## config.mk

```make
export PLATFORM = sky130hd
export DESIGN_NAME = exception_source_routing
export DESIGN_NICKNAME = d
export VERILOG_FILES = /design/src/hdl/exc_pkg.sv /design/src/hdl/tick_timer.sv /design/src/hdl/wake_detect.sv /design/src/hdl/exception_source_routing.sv
export VERILOG_INCLUDE_DIRS = /design/src /design/src/hdl
export SDC_FILE = /design/constraint.sdc
export NUM_CORES = 1
export LEC_CHECK = 0
export BUFFER_PORTS_ARGS = -buffer_cell sky130_fd_sc_hd__buf_2
export CAP_MARGIN = 20
export CORE_MARGIN = 10
export CORE_UTILIZATION = 55
export DETAILED_ROUTE_END_ITERATION = 12
export PLACE_DENSITY = 0.78
export SYNTH_ARGS = -nofsm -noshare
export SYNTH_HDL_FRONTEND = slang
export SYNTH_SLANG_ARGS = --single-unit
```

## constraint.sdc

```tcl
create_clock -name clk_sys -period 6.1 [get_ports clk_sys]
set_input_delay 0.915 -clock clk_sys [delete_from_list [all_inputs] [get_ports clk_sys]]
set_output_delay 0.915 -clock clk_sys [all_outputs]
set_load 0.01 [all_outputs]
```

## src/hdl/exc_consts.svh

```systemverilog
// named constants of the exception source and routing block
// assumes inclusion by bare name from the design files
`ifndef EXC_CONSTS_SVH
`define EXC_CONSTS_SVH

// ----------------------------------------------------------------
// register port and offsets
// ----------------------------------------------------------------
`define ADDR_W           8
`define OFF_RST_FLAGS    8'h00
`define OFF_NMI_FLAGS    8'h04
`define OFF_RESET_CTL    8'h08
`define OFF_TICK_CTRL    8'h10
`define OFF_TICK_RELOAD  8'h14
`define OFF_TICK_CURRENT 8'h18
`define OFF_TICK_CALIB   8'h1c
`define OFF_OSC_CTRL     8'h20
`define OFF_PORT_IE      8'h24
`define OFF_WAKE_EN      8'h28
`define OFF_WAKE_MODE_LO 8'h2c
`define OFF_WAKE_MODE_HI 8'h30
`define OFF_WAKE_CLEAR   8'h34
`define OFF_ROUTE_SEL    8'h38
`define OFF_SET_PEND     8'h3c
`define OFF_CLR_PEND     8'h40
`define OFF_IRQ_STATUS   8'h44

// ----------------------------------------------------------------
// field positions
// ----------------------------------------------------------------
`define RST_PIN          0
`define RST_POR          1
`define RST_VOLT         2
`define RST_FREQ         3
`define RST_WDOG         4
`define RST_SYSREQ       5
`define RST_N            6
`define SYSRESET_BIT     2
`define COUNTFLAG_BIT    16

// ----------------------------------------------------------------
// pins and interrupt slots
// ----------------------------------------------------------------
`define PIN_RST          0
`define PIN_EXT_A        1
`define PIN_EXT_B        2
`define PIN_EXT_C        3
`define PIN_OSC_A        4
`define PIN_OSC_B        5
`define NUM_PINS         6
`define PIN_IDLE         6'h01
`define NUM_IRQ          31
`define IRQ_NUM_W        5
`define SLOT_RSVD        4
`define SLOT_PIN_A       19
`define SLOT_PIN_B       20
`define SLOT_PIN_C       30
`define IRQ_VALID_MASK   31'h7fff_ffef

// ----------------------------------------------------------------
// tick timer
// ----------------------------------------------------------------
`define TICK_W           24
`define OSC_DIV          32
`define OSC_DIV_W        5
`define TICK_PERIOD_MS   10
`define MS_PER_S         1000

`endif

```

## src/hdl/exc_pkg.sv

```systemverilog
// types shared by the exception source and routing files
// assumes nothing beyond a SystemVerilog compiler
package exc_pkg;

	// same-clock reset event pulses from the supervisory units
	typedef struct packed {
		logic watchdog;
		logic freqDetect;
		logic voltDetect;
		logic powerOn;
	} reset_event_t;

	// tick timer control bits
	typedef struct packed {
		logic clkSrc;
		logic intEn;
		logic enable;
	} tick_ctrl_t;

	// active level or edge of a standby-release source
	typedef enum logic [1:0] {
		WAKE_LOW  = 2'h0,
		WAKE_HIGH = 2'h1,
		WAKE_FALL = 2'h2,
		WAKE_RISE = 2'h3
	} wake_mode_t;

endpackage : exc_pkg

```

## src/hdl/tick_timer.sv

```systemverilog
// down-counting system tick counter with reload
// assumes countPulse is a one-cycle pulse on clk_sys
`timescale 1ns/1ps
`default_nettype none
`include "exc_consts.svh"

module tick_timer #(
	parameter int W = `TICK_W
) (
	// clock and reset
	input  wire logic         clk_sys,
	input  wire logic         resetn,
	// control
	input  wire logic         enable,
	input  wire logic         countPulse,
	input  wire logic [W-1:0] reloadValue,
	input  wire logic         clearCurrent,
	// state
	output var  logic [W-1:0] current,
	output var  logic         zeroEvent
);

	logic enPrev;

	// load on enable, then count down and flag the step to zero
	always_ff @(posedge clk_sys) begin
		if (!resetn) begin
			current   <= '0;
			zeroEvent <= 1'b0;
			enPrev    <= 1'b0;
		end else begin
			enPrev    <= enable;
			zeroEvent <= 1'b0;
			if (clearCurrent) begin
				current <= '0;
			end else if (enable && !enPrev) begin
				current <= reloadValue;
			end else if (enable && countPulse) begin
				if (current == '0) begin
					current <= reloadValue;
				end else begin
					current <= current - W'(1);
					if (current == W'(1)) begin
						zeroEvent <= 1'b1;
					end
				end
			end
		end
	end

	a_tick_decrement: assert property (@(posedge clk_sys)
		disable iff (!resetn)
		enable && enPrev && countPulse && !clearCurrent && current != '0
		|=> current == $past(current) - W'(1))
		else $error("tick counter did not decrement");

endmodule : tick_timer
`default_nettype wire

```

## src/hdl/wake_detect.sv

```systemverilog
// standby-release detector for one interrupt source
// assumes src is already on clk_sys
`timescale 1ns/1ps
`default_nettype none

module wake_detect (
	// clock and reset
	input  wire logic              clk_sys,
	input  wire logic              resetn,
	// source and configuration
	input  wire logic              src,
	input  wire exc_pkg::wake_mode_t mode,
	input  wire logic              enable,
	input  wire logic              clear,
	// conditioned request
	output var  logic              request
);

	logic srcPrev;
	logic held;

	wire edgeHit  = (mode == exc_pkg::WAKE_RISE) ? (src && !srcPrev)
		: (!src && srcPrev);
	wire levelHit = (mode == exc_pkg::WAKE_HIGH) ? src : !src;

	// edge requests are held until cleared; a new edge beats the clear
	always_ff @(posedge clk_sys) begin
		if (!resetn) begin
			srcPrev <= 1'b0;
			held    <= 1'b0;
		end else begin
			srcPrev <= src;
			if (enable && mode[1] && edgeHit) begin
				held <= 1'b1;
			end else if (clear) begin
				held <= 1'b0;
			end
		end
	end

	assign request = mode[1] ? held : (enable && levelHit);

	a_rise_held: assert property (@(posedge clk_sys)
		disable iff (!resetn)
		enable && mode == exc_pkg::WAKE_RISE && src && !srcPrev
		&& $stable(mode) |=> request)
		else $error("rising edge not held as request");

endmodule : wake_detect
`default_nettype wire

```

## src/hdl/exception_source_routing.sv

```systemverilog
// reset and nmi cause capture, tick timer and interrupt routing
// assumes register strobes on clk_sys; pins arrive asynchronously
`timescale 1ns/1ps
`default_nettype none
`include "exc_consts.svh"

module exception_source_routing #(
	parameter int OSC_HZ = 10000000
) (
	// clock and reset
	input  wire logic                  clk_sys,
	input  wire logic                  resetn,
	// register port
	input  wire logic [`ADDR_W-1:0]    regAddr,
	input  wire logic [31:0]           regWdata,
	input  wire logic                  regWrite,
	input  wire logic                  regRead,
	output var  logic [31:0]           regRdata,
	// reset and nmi sources
	input  wire logic                  resetPinIn,
	input  wire exc_pkg::reset_event_t resetEvents,
	input  wire logic                  watchdogNmi,
	// oscillator pins
	input  wire logic                  oscAIn,
	input  wire logic                  oscBIn,
	// interrupt sources
	input  wire logic [`NUM_IRQ-1:0]   periphIrq,
	input  wire logic                  extIrqPinA,
	input  wire logic                  extIrqPinB,
	input  wire logic                  extIrqPinC,
	// towards the cpu
	output var  logic [`NUM_IRQ-1:0]   cpuIrq,
	output var  logic                  irqActive,
	output var  logic [`IRQ_NUM_W-1:0] irqNumber,
	output var  logic                  nmiRequest,
	output var  logic                  resetRequest,
	output var  logic                  tickException
);

	localparam int CALIB_INT =
		(OSC_HZ / `OSC_DIV) * `TICK_PERIOD_MS / `MS_PER_S - 1;
	localparam logic [`TICK_W-1:0] CALIB = `TICK_W'(CALIB_INT);

	// ----------------------------------------------------------------
	// functions
	// ----------------------------------------------------------------

	// slot fed by an external pin
	function automatic logic isPinSlot(input int n);
		isPinSlot = (n == `SLOT_PIN_A) || (n == `SLOT_PIN_B)
			|| (n == `SLOT_PIN_C);
	endfunction : isPinSlot

	// lowest numbered set bit, valid flag on top
	function automatic logic [`IRQ_NUM_W:0] lowestSet(
		input logic [`NUM_IRQ-1:0] v);
		logic [`IRQ_NUM_W:0] r;
		r = '0;
		for (int i = `NUM_IRQ - 1; i >= 0; i--) begin
			if (v[i]) begin
				r = {1'b1, i[`IRQ_NUM_W-1:0]};
			end
		end
		lowestSet = r;
	endfunction : lowestSet

	// ----------------------------------------------------------------
	// pin synchronisers
	// ----------------------------------------------------------------

	logic [`NUM_PINS-1:0] pinSync1;
	logic [`NUM_PINS-1:0] pinSync2;
	wire  [`NUM_PINS-1:0] pinRaw = {oscBIn, oscAIn, extIrqPinC,
		extIrqPinB, extIrqPinA, resetPinIn};

	// two flops before any logic looks at a pin; reset to idle levels
	// so the high-idling reset pin shows no false edge after reset
	always_ff @(posedge clk_sys) begin
		if (!resetn) begin
			pinSync1 <= `PIN_IDLE;
			pinSync2 <= `PIN_IDLE;
		end else begin
			pinSync1 <= pinRaw;
			pinSync2 <= pinSync1;
		end
	end

	// ----------------------------------------------------------------
	// register decode
	// ----------------------------------------------------------------

	function automatic logic hit(input logic s,
		input logic [`ADDR_W-1:0] a, input logic [`ADDR_W-1:0] off);
		hit = s && (a == off);
	endfunction : hit

	wire wrRstFlags = hit(regWrite, regAddr, `OFF_RST_FLAGS);
	wire wrNmiFlags = hit(regWrite, regAddr, `OFF_NMI_FLAGS);
	wire wrResetCtl = hit(regWrite, regAddr, `OFF_RESET_CTL);
	wire wrTickCtrl = hit(regWrite, regAddr, `OFF_TICK_CTRL);
	wire wrReload   = hit(regWrite, regAddr, `OFF_TICK_RELOAD);
	wire wrCurrent  = hit(regWrite, regAddr, `OFF_TICK_CURRENT);
	wire wrOscCtrl  = hit(regWrite, regAddr, `OFF_OSC_CTRL);
	wire wrPortIe   = hit(regWrite, regAddr, `OFF_PORT_IE);
	wire wrWakeEn   = hit(regWrite, regAddr, `OFF_WAKE_EN);
	wire wrModeLo   = hit(regWrite, regAddr, `OFF_WAKE_MODE_LO);
	wire wrModeHi   = hit(regWrite, regAddr, `OFF_WAKE_MODE_HI);
	wire wrWakeClr  = hit(regWrite, regAddr, `OFF_WAKE_CLEAR);
	wire wrRoute    = hit(regWrite, regAddr, `OFF_ROUTE_SEL);
	wire wrSetPend  = hit(regWrite, regAddr, `OFF_SET_PEND);
	wire wrClrPend  = hit(regWrite, regAddr, `OFF_CLR_PEND);
	wire rdTickCtrl = hit(regRead, regAddr, `OFF_TICK_CTRL);

	// ----------------------------------------------------------------
	// reset and nmi causes
	// ----------------------------------------------------------------

	logic                  rstPinPrev;
	logic [`RST_N-1:0]     rstFlags;
	logic                  nmiFlag;

	wire sysReq = wrResetCtl && regWdata[`SYSRESET_BIT];
	wire rstPinRise = pinSync2[`PIN_RST] && !rstPinPrev;
	// supervisory sources join the pin and request
	wire [`RST_N-1:0] rstEvent = {sysReq, resetEvents.watchdog,
		resetEvents.freqDetect, resetEvents.voltDetect,
		resetEvents.powerOn, rstPinRise};

	// latest cause replaces the flags, and beats a clear
	wire [`RST_N-1:0] next_rstFlags = (|rstEvent) ? rstEvent
		: wrRstFlags ? (rstFlags & ~regWdata[`RST_N-1:0]) : rstFlags;
	// watchdog nmi cause, set beats clear
	wire next_nmiFlag = watchdogNmi || (nmiFlag && !(wrNmiFlags
		&& regWdata[0]));

	always_ff @(posedge clk_sys) begin
		if (!resetn) begin
			rstPinPrev   <= 1'b1;
			rstFlags     <= '0;
			nmiFlag      <= 1'b0;
			resetRequest <= 1'b0;
			nmiRequest   <= 1'b0;
		end else begin
			rstPinPrev   <= pinSync2[`PIN_RST];
			rstFlags     <= next_rstFlags;
			nmiFlag      <= next_nmiFlag;
			resetRequest <= |rstEvent;
			nmiRequest   <= watchdogNmi;
		end
	end

	// ----------------------------------------------------------------
	// tick timer and its reference clock
	// ----------------------------------------------------------------

	exc_pkg::tick_ctrl_t   tickCtrl;
	logic [`TICK_W-1:0]    tickReload;
	logic [`TICK_W-1:0]    tickCurrent;
	logic                  tickZero;
	logic                  countFlag;
	logic                  oscillator_select_field;
	logic                  oscPrev;
	logic [`OSC_DIV_W-1:0] divCnt;

	wire oscNow  = oscillator_select_field ? pinSync2[`PIN_OSC_B] : pinSync2[`PIN_OSC_A];
	wire oscEdge = oscNow && !oscPrev;
	wire refTick = oscEdge && (divCnt == `OSC_DIV_W'(`OSC_DIV - 1));
	wire countPulse = tickCtrl.clkSrc ? 1'b1 : refTick;

	// pollable flag, set beats the read clear
	wire next_countFlag = tickZero || (countFlag && !rdTickCtrl);

	always_ff @(posedge clk_sys) begin
		if (!resetn) begin
			tickCtrl      <= '0;
			tickReload    <= '0;
			countFlag     <= 1'b0;
			oscillator_select_field        <= 1'b0;
			oscPrev       <= 1'b0;
			divCnt        <= '0;
			tickException <= 1'b0;
		end else begin
			if (wrTickCtrl) tickCtrl <= regWdata[2:0];
			if (wrReload) tickReload <= regWdata[`TICK_W-1:0];
			if (wrOscCtrl) oscillator_select_field <= regWdata[0];
			oscPrev       <= oscNow;
			if (oscEdge) divCnt <= divCnt + `OSC_DIV_W'(1);
			countFlag     <= next_countFlag;
			tickException <= tickZero && tickCtrl.intEn;
		end
	end

	tick_timer #(
		.W(`TICK_W)
	) u_tick (
		.clk_sys     (clk_sys),
		.resetn      (resetn),
		.enable      (tickCtrl.enable),
		.countPulse  (countPulse),
		.reloadValue (tickReload),
		.clearCurrent(wrCurrent),
		.current     (tickCurrent),
		.zeroEvent   (tickZero)
	);

	// ----------------------------------------------------------------
	// interrupt sources and routing
	// ----------------------------------------------------------------

	logic [2:0]            portIe;
	logic [`NUM_IRQ-1:0]   wakeEn;
	logic [2*`NUM_IRQ-1:0] wakeMode;
	logic [`NUM_IRQ-1:0]   routeSel;
	logic [`NUM_IRQ-1:0]   pend;
	logic [`NUM_IRQ-1:0]   srcVec;
	logic [`NUM_IRQ-1:0]   wakeReq;
	logic [`NUM_IRQ-1:0]   routed;

	// disabled pin input reads as high
	wire pinA = portIe[0] ? pinSync2[`PIN_EXT_A] : 1'b1;
	wire pinB = portIe[1] ? pinSync2[`PIN_EXT_B] : 1'b1;
	wire pinC = portIe[2] ? pinSync2[`PIN_EXT_C] : 1'b1;
	wire [`NUM_IRQ-1:0] wakeClr = wrWakeClr ? regWdata[`NUM_IRQ-1:0]
		: '0;

	genvar gi;
	for (gi = 0; gi < `NUM_IRQ; gi++) begin : g_slot
		localparam bit IS_PIN = isPinSlot(gi);
		wire [1:0] rawMode = wakeMode[2*gi +: 2];
		// peripheral sources may only use edges
		wire [1:0] useMode = IS_PIN ? rawMode : {1'b1, rawMode[0]};

		assign srcVec[gi] = (gi == `SLOT_PIN_A) ? pinA
			: (gi == `SLOT_PIN_B) ? pinB
			: (gi == `SLOT_PIN_C) ? pinC : periphIrq[gi];

		// standby sources pass the release logic
		wake_detect u_wake (
			.clk_sys(clk_sys),
			.resetn (resetn),
			.src    (srcVec[gi]),
			.mode   (exc_pkg::wake_mode_t'(useMode)),
			.enable (wakeEn[gi]),
			.clear  (wakeClr[gi]),
			.request(wakeReq[gi])
		);

		assign routed[gi] = routeSel[gi] ? wakeReq[gi] : srcVec[gi];
	end

	// software pending bits, set beats clear
	wire [`NUM_IRQ-1:0] setBits = wrSetPend ? regWdata[`NUM_IRQ-1:0]
		: '0;
	wire [`NUM_IRQ-1:0] next_pend = (setBits | (pend & ~(wrClrPend
		? regWdata[`NUM_IRQ-1:0] : '0))) & `IRQ_VALID_MASK;
	wire [`NUM_IRQ-1:0] next_cpuIrq = (routed | pend) & `IRQ_VALID_MASK;
	wire [`IRQ_NUM_W:0] next_top = lowestSet(next_cpuIrq);

	always_ff @(posedge clk_sys) begin
		if (!resetn) begin
			portIe    <= '0;
			wakeEn    <= '0;
			wakeMode  <= '0;
			routeSel  <= '0;
			pend      <= '0;
			cpuIrq    <= '0;
			irqActive <= 1'b0;
			irqNumber <= '0;
		end else begin
			if (wrPortIe) portIe <= regWdata[2:0];
			if (wrWakeEn) wakeEn <= regWdata[`NUM_IRQ-1:0];
			if (wrModeLo) wakeMode[31:0] <= regWdata;
			if (wrModeHi) wakeMode[2*`NUM_IRQ-1:32] <= regWdata[29:0];
			if (wrRoute) routeSel <= regWdata[`NUM_IRQ-1:0];
			pend      <= next_pend;
			cpuIrq    <= next_cpuIrq;
			irqActive <= next_top[`IRQ_NUM_W];
			irqNumber <= next_top[`IRQ_NUM_W-1:0];
		end
	end

	// ----------------------------------------------------------------
	// read data
	// ----------------------------------------------------------------

	wire [31:0] readMux =
		(regAddr == `OFF_RST_FLAGS)    ? {26'h0, rstFlags}
		: (regAddr == `OFF_NMI_FLAGS)    ? {31'h0, nmiFlag}
		: (regAddr == `OFF_TICK_CTRL)    ? {15'h0, countFlag, 13'h0,
			tickCtrl}
		: (regAddr == `OFF_TICK_RELOAD)  ? {8'h0, tickReload}
		: (regAddr == `OFF_TICK_CURRENT) ? {8'h0, tickCurrent}
		: (regAddr == `OFF_TICK_CALIB)   ? {8'h0, CALIB}
		: (regAddr == `OFF_OSC_CTRL)     ? {31'h0, oscillator_select_field}
		: (regAddr == `OFF_PORT_IE)      ? {29'h0, portIe}
		: (regAddr == `OFF_WAKE_EN)      ? {1'h0, wakeEn}
		: (regAddr == `OFF_WAKE_MODE_LO) ? wakeMode[31:0]
		: (regAddr == `OFF_WAKE_MODE_HI) ? {2'h0,
			wakeMode[2*`NUM_IRQ-1:32]}
		: (regAddr == `OFF_ROUTE_SEL)    ? {1'h0, routeSel}
		: (regAddr == `OFF_SET_PEND)     ? {1'h0, pend}
		: (regAddr == `OFF_IRQ_STATUS)   ? {1'h0, cpuIrq}
		: 32'h0;

	// read data stand only in the cycle after the strobe
	always_ff @(posedge clk_sys) begin
		if (!resetn) begin
			regRdata <= '0;
		end else begin
			regRdata <= regRead ? readMux : 32'h0;
		end
	end

	// ----------------------------------------------------------------
	// checks
	// ----------------------------------------------------------------

	a_por_cause: assert property (@(posedge clk_sys)
		disable iff (!resetn)
		resetEvents.powerOn |=> rstFlags[`RST_POR] && resetRequest)
		else $error("power-on cause not recorded");

	a_pin_reset: assert property (@(posedge clk_sys)
		disable iff (!resetn)
		pinSync2[`PIN_RST] && !rstPinPrev
		|=> rstFlags[`RST_PIN] && resetRequest)
		else $error("reset pin edge not taken");

	a_sysreq_cause: assert property (@(posedge clk_sys)
		disable iff (!resetn)
		wrResetCtl && regWdata[`SYSRESET_BIT]
		|=> rstFlags == 6'h20 && resetRequest)
		else $error("system reset request not taken");

	a_latest_cause: assert property (@(posedge clk_sys)
		disable iff (!resetn)
		|rstEvent |=> rstFlags == $past(rstEvent))
		else $error("reset cause flags not the latest");

	a_nmi_cause: assert property (@(posedge clk_sys)
		disable iff (!resetn)
		watchdogNmi |=> nmiRequest && nmiFlag)
		else $error("watchdog nmi not recorded");

	a_tick_exception: assert property (@(posedge clk_sys)
		disable iff (!resetn)
		tickZero |=> countFlag && (tickException == $past(tickCtrl.intEn)))
		else $error("tick zero not signalled");

	a_calib_read: assert property (@(posedge clk_sys)
		disable iff (!resetn)
		regRead && regAddr == `OFF_TICK_CALIB
		|=> regRdata == {8'h0, CALIB})
		else $error("calibration value wrong");

	a_pin_disabled: assert property (@(posedge clk_sys)
		disable iff (!resetn)
		!portIe[0] && !routeSel[`SLOT_PIN_A] |=> cpuIrq[`SLOT_PIN_A])
		else $error("disabled pin did not read high");

	a_direct_route: assert property (@(posedge clk_sys)
		disable iff (!resetn)
		!routeSel[8] && !pend[8] |=> cpuIrq[8] == $past(periphIrq[8]))
		else $error("direct route not followed");

	a_set_pending: assert property (@(posedge clk_sys)
		disable iff (!resetn)
		wrSetPend && regWdata[0] && !wrClrPend |=> ##1 cpuIrq[0])
		else $error("set-pending did not request");

	a_reserved_slot: assert property (@(posedge clk_sys)
		disable iff (!resetn)
		!cpuIrq[`SLOT_RSVD])
		else $error("reserved slot requested");

	a_priority_top: assert property (@(posedge clk_sys)
		disable iff (!resetn)
		irqActive |-> cpuIrq[irqNumber]
		&& ((cpuIrq & ~({`NUM_IRQ{1'b1}} << irqNumber)) == '0))
		else $error("served request is not the lowest number");

endmodule : exception_source_routing
`default_nettype wire

```

==> results by group <==
Global routing
  – Largest net degree at the start of global routing: around 110
  – Vias in the first global route: about 15000
  – Initial antenna violation count: 6
  – Total grt overflow: 0
  – Global-route usage over all layers: 30.51%
  – First-pass GRT wire length: ~88000 µm

STA
  – Max Clk Rate: 274.7 MHz
  – RSZ-0062 raised after global routing: no
  – Fin crit period: 3.641 ns
  – Relative max-transition margin: a little under a quarter
  – Final hold viol count: 0
  – Max Clock Skew: between 0.01 and 0.015 ns
  – Final setup vio count: 0
  – Setup_tns: 0 ns
  – Measured slew at the worst slew-check pin: approximately 1.1 ns
  – Max Slew Vio Count: 0
  – Final period utilization: approximately 60%

Pwr
  – Max rail drop VDD: between 0.2 and 0.25 mV
  – Leakage: about 6.7 nW
  – Overall power: 0.005160 W
  – Pwr dens: approximately 280 nW/µm²

Logic synthesis
  – Syn Area/Cell: about 7.8 µm²
  – Synthesized netlist cell count: roughly 2100
  – Mapped cell area: 16370 µm²
  – Post-synth ARST share: 0%
  – Ys flop type: dfxtp_1
  – Post-synth EDFFs: 0
  – Library cells used by synthesis: 79
  – Synthesized net count: approximately 2200
  – Seq/Total Area, Yosys: a little under half
  – Synthesis-stage register bit count: approximately 370
  – Syn. warnings: 0

Detailed routing
  – WL met3: between 7000 and 8000 µm
  – DRT iter0 DRCs: between 2000 and 2500
  – Met2 wire len: 25980 µm
  – Drt via density: 6.348
  – Final antenna-violating net count: 0
  – Metal-1 WL: around 22000 µm
  – WL/cell: 22.71 µm
  – Top routing layer in use: met5
  – Residual DRC: 0
  – Initial DRT Pass Iterations: 8
  – Post-Route WL: 58400 µm
  – DR vias: 16330

Final layout
  – Register cell area after layout: 7387 µm²
  – Leading cell types in the layout, fill and taps excluded: nand2_1, dfxtp_1, a21oi_1, nor2_1, buf_2
  – Most common cell after layout, fill and taps aside: nand2_1
  – Fillers: 2611
  – NumNets Final: 2239
  – Multi-input logic area: between 8000 and 9000 µm²
  – Share of cells above drive strength 1: roughly 14%
  – Layout area overhead: 13.01%

Die
  – Die width: about 190 µm
  – IO Pins: approximately 160
  – Number of cell rows: 63
  – Die height: 192.5 µm
  – Initial Util: a little under three fifths
  – Core area: between 20000 and 30000 µm²
  – Area of the die: ~37000 µm²

Clock network
  – Setup bufs post-CTS: 0
  – Cts hold-fix bufs: 0
  – Clock latency on the worst-skew pair: 0.53 ns
  – CTS Buffer Depth: 3
  – Worst-path clk slew: ~0.060 ns
  – Post-CTS sizing: 0
  – Clock root buffer: clkbuf_16
  – Num CTS Buffers: 40
  – H-tree Lvls: 2
  – Clock sink total: 369
  – CTS tree: done

Job
  – Max Cap Viol: 0

Placement
  – I/O Buffers: approximately 150
  – DP HPWL: 38770 µm
  – Routability cong.: 0.9249

Critical path
  – Req. time, crit path: approximately 6.5 ns
  – Endpoint class of the critical path: register
  – Worst setup SP type: primary input
  – Critical Path AT: around 4.0 ns
  – WS Path Type: primary input to register
  – Crit path max fanout: 31

Outcome
  – Status: completed

Hold path
  – Worst Hold Class: register to register
[Yosys cell counts, types with 4 or more instances]
master,count,share of area (%)
nand2_1,495,11
dfxtp_1,369,45
a21oi_1,226,6.9
nor2_1,201,4.6
o21ai_0,112,3.4
clkbuf_1,87,2.0
a22oi_1,65,3.0
and2_1,55,2.1
buf_2,41,1.3
nand3_1,36,1.1
mux2_2,34,2.3
a31oi_1,32,1.2
nor2b_1,29,1.1
buf_4,24,1.1
nor3_1,22,0.67
a211oi_1,19,0.87
a221o_1,18,1.1
a32oi_1,15,0.80
mux2i_1,15,0.92
nor4_1,12,0.46
inv_1,11,0.25
and3_1,10,0.38
nand2b_1,10,0.38
o211ai_1,10,0.46
nand4_1,9,0.34
a221oi_1,8,0.43
or3_1,8,0.31
buf_1,6,0.14
a211o_1,5,0.27
a222oi_1,5,0.31
a22o_1,5,0.27
ha_1,5,0.38
a311oi_1,4,0.21
nor3b_1,4,0.18
nor4b_1,4,0.21
o31ai_1,4,0.18
xor2_1,4,0.21
[critical path, stage by stage]
cell and delay [ns]:
buf_2 0.41, nor4b_2 0.45, buf_4 0.46, and2_1 0.61, nand2_2 0.74, nand2_1 0.28, a21oi_1 0.10
[registers in the layout (all words and copies together), names as in the netlist, 24 cells and up]
signal	flops
wakeMode	62
regRdata	32
routeSel	31
wakeEn	31
cpuIrq	30
g_slot.u_wake.held	30
g_slot.u_wake.srcPrev	30
pend	30
tickReload	24
u_tick.current	24
[through the flow]
step | setup slack (ns) | utilization [%] | hold WS (ns) | instances | instance area [µm²]
global placement | 2.189 | 58.11 | 0.4062 | 2494 | 17130
CTS | 2.677 | 62.62 | 0.4323 | 2565 | 18460
detailed placement | 2.136 | 58.14 | 0.4184 | 2495 | 17140
floorplan | 3.515 | - | 0.3863 | 2086 | 16370
global route | 2.406 | 62.75 | 0.4515 | 2570 | 18500
finish | 2.459 | 62.77 | 0.4317 | 2572 | 18500
[metal layers]
metal | track usage [%] | vias to the layer above
li1 | - | 7378
met1 | 39.08 | 7670
met2 | 47.43 | 1069
met3 | 7.409 | 207
met4 | 14.64 | 2
met5 | 0 | -
[power breakdown]
group / internal (W) / switching (W) / total (W)
Combinational: 0.0000813 / 0.000195 / 0.000276
Sequential: 0.00244 / 0.0000198 / 0.00246
Clock: 0.00144 / 0.000984 / 0.00242
Total: 0.00396 / 0.00120 / 0.00516
[path summary, 6_finish.rpt]
path | start | endpoint | slack (ns) | depth (start not counted)
setup reg to reg | oscillator_select_field | u_tick.current[18] | 3.48 | 5
hold reg to reg | pinSync1[5] | pinSync2[5] | 0.43 | 1
setup / recovery | regAddr[3] | wakeEn[12] | 2.46 | 7
hold / removal | pinSync1[5] | pinSync2[5] | 0.43 | 1
[cell type report]
| type | count | area share (%) |
|---|---|---|
| multi-input cells | 1548 | 44.67 |
| flip-flops and latches | 369 | 39.92 |
| clock buffers | 57 | 6.403 |
| repair buffers | 178 | 5.288 |
| well taps | 390 | 2.637 |
| clock inverters | 13 | 0.7370 |
| inverters | 11 | 0.2637 |
| diodes | 6 | 0.08114 |
[kinds of logic after synthesis]
group	count (synthesis)	synth area share, %
other	1	0.02290
buffers and inverters	169	4.738
flip-flops	369	45.11
AO/OA/AOI/OAI	565	21.38
AND/OR/NAND/NOR	923	24.84
multiplexers	49	3.255
adder cells (fa/ha/maj)	5	0.3821
XOR/XNOR	5	0.2674
No activity file was read; power rests on OpenSTA's default activity.
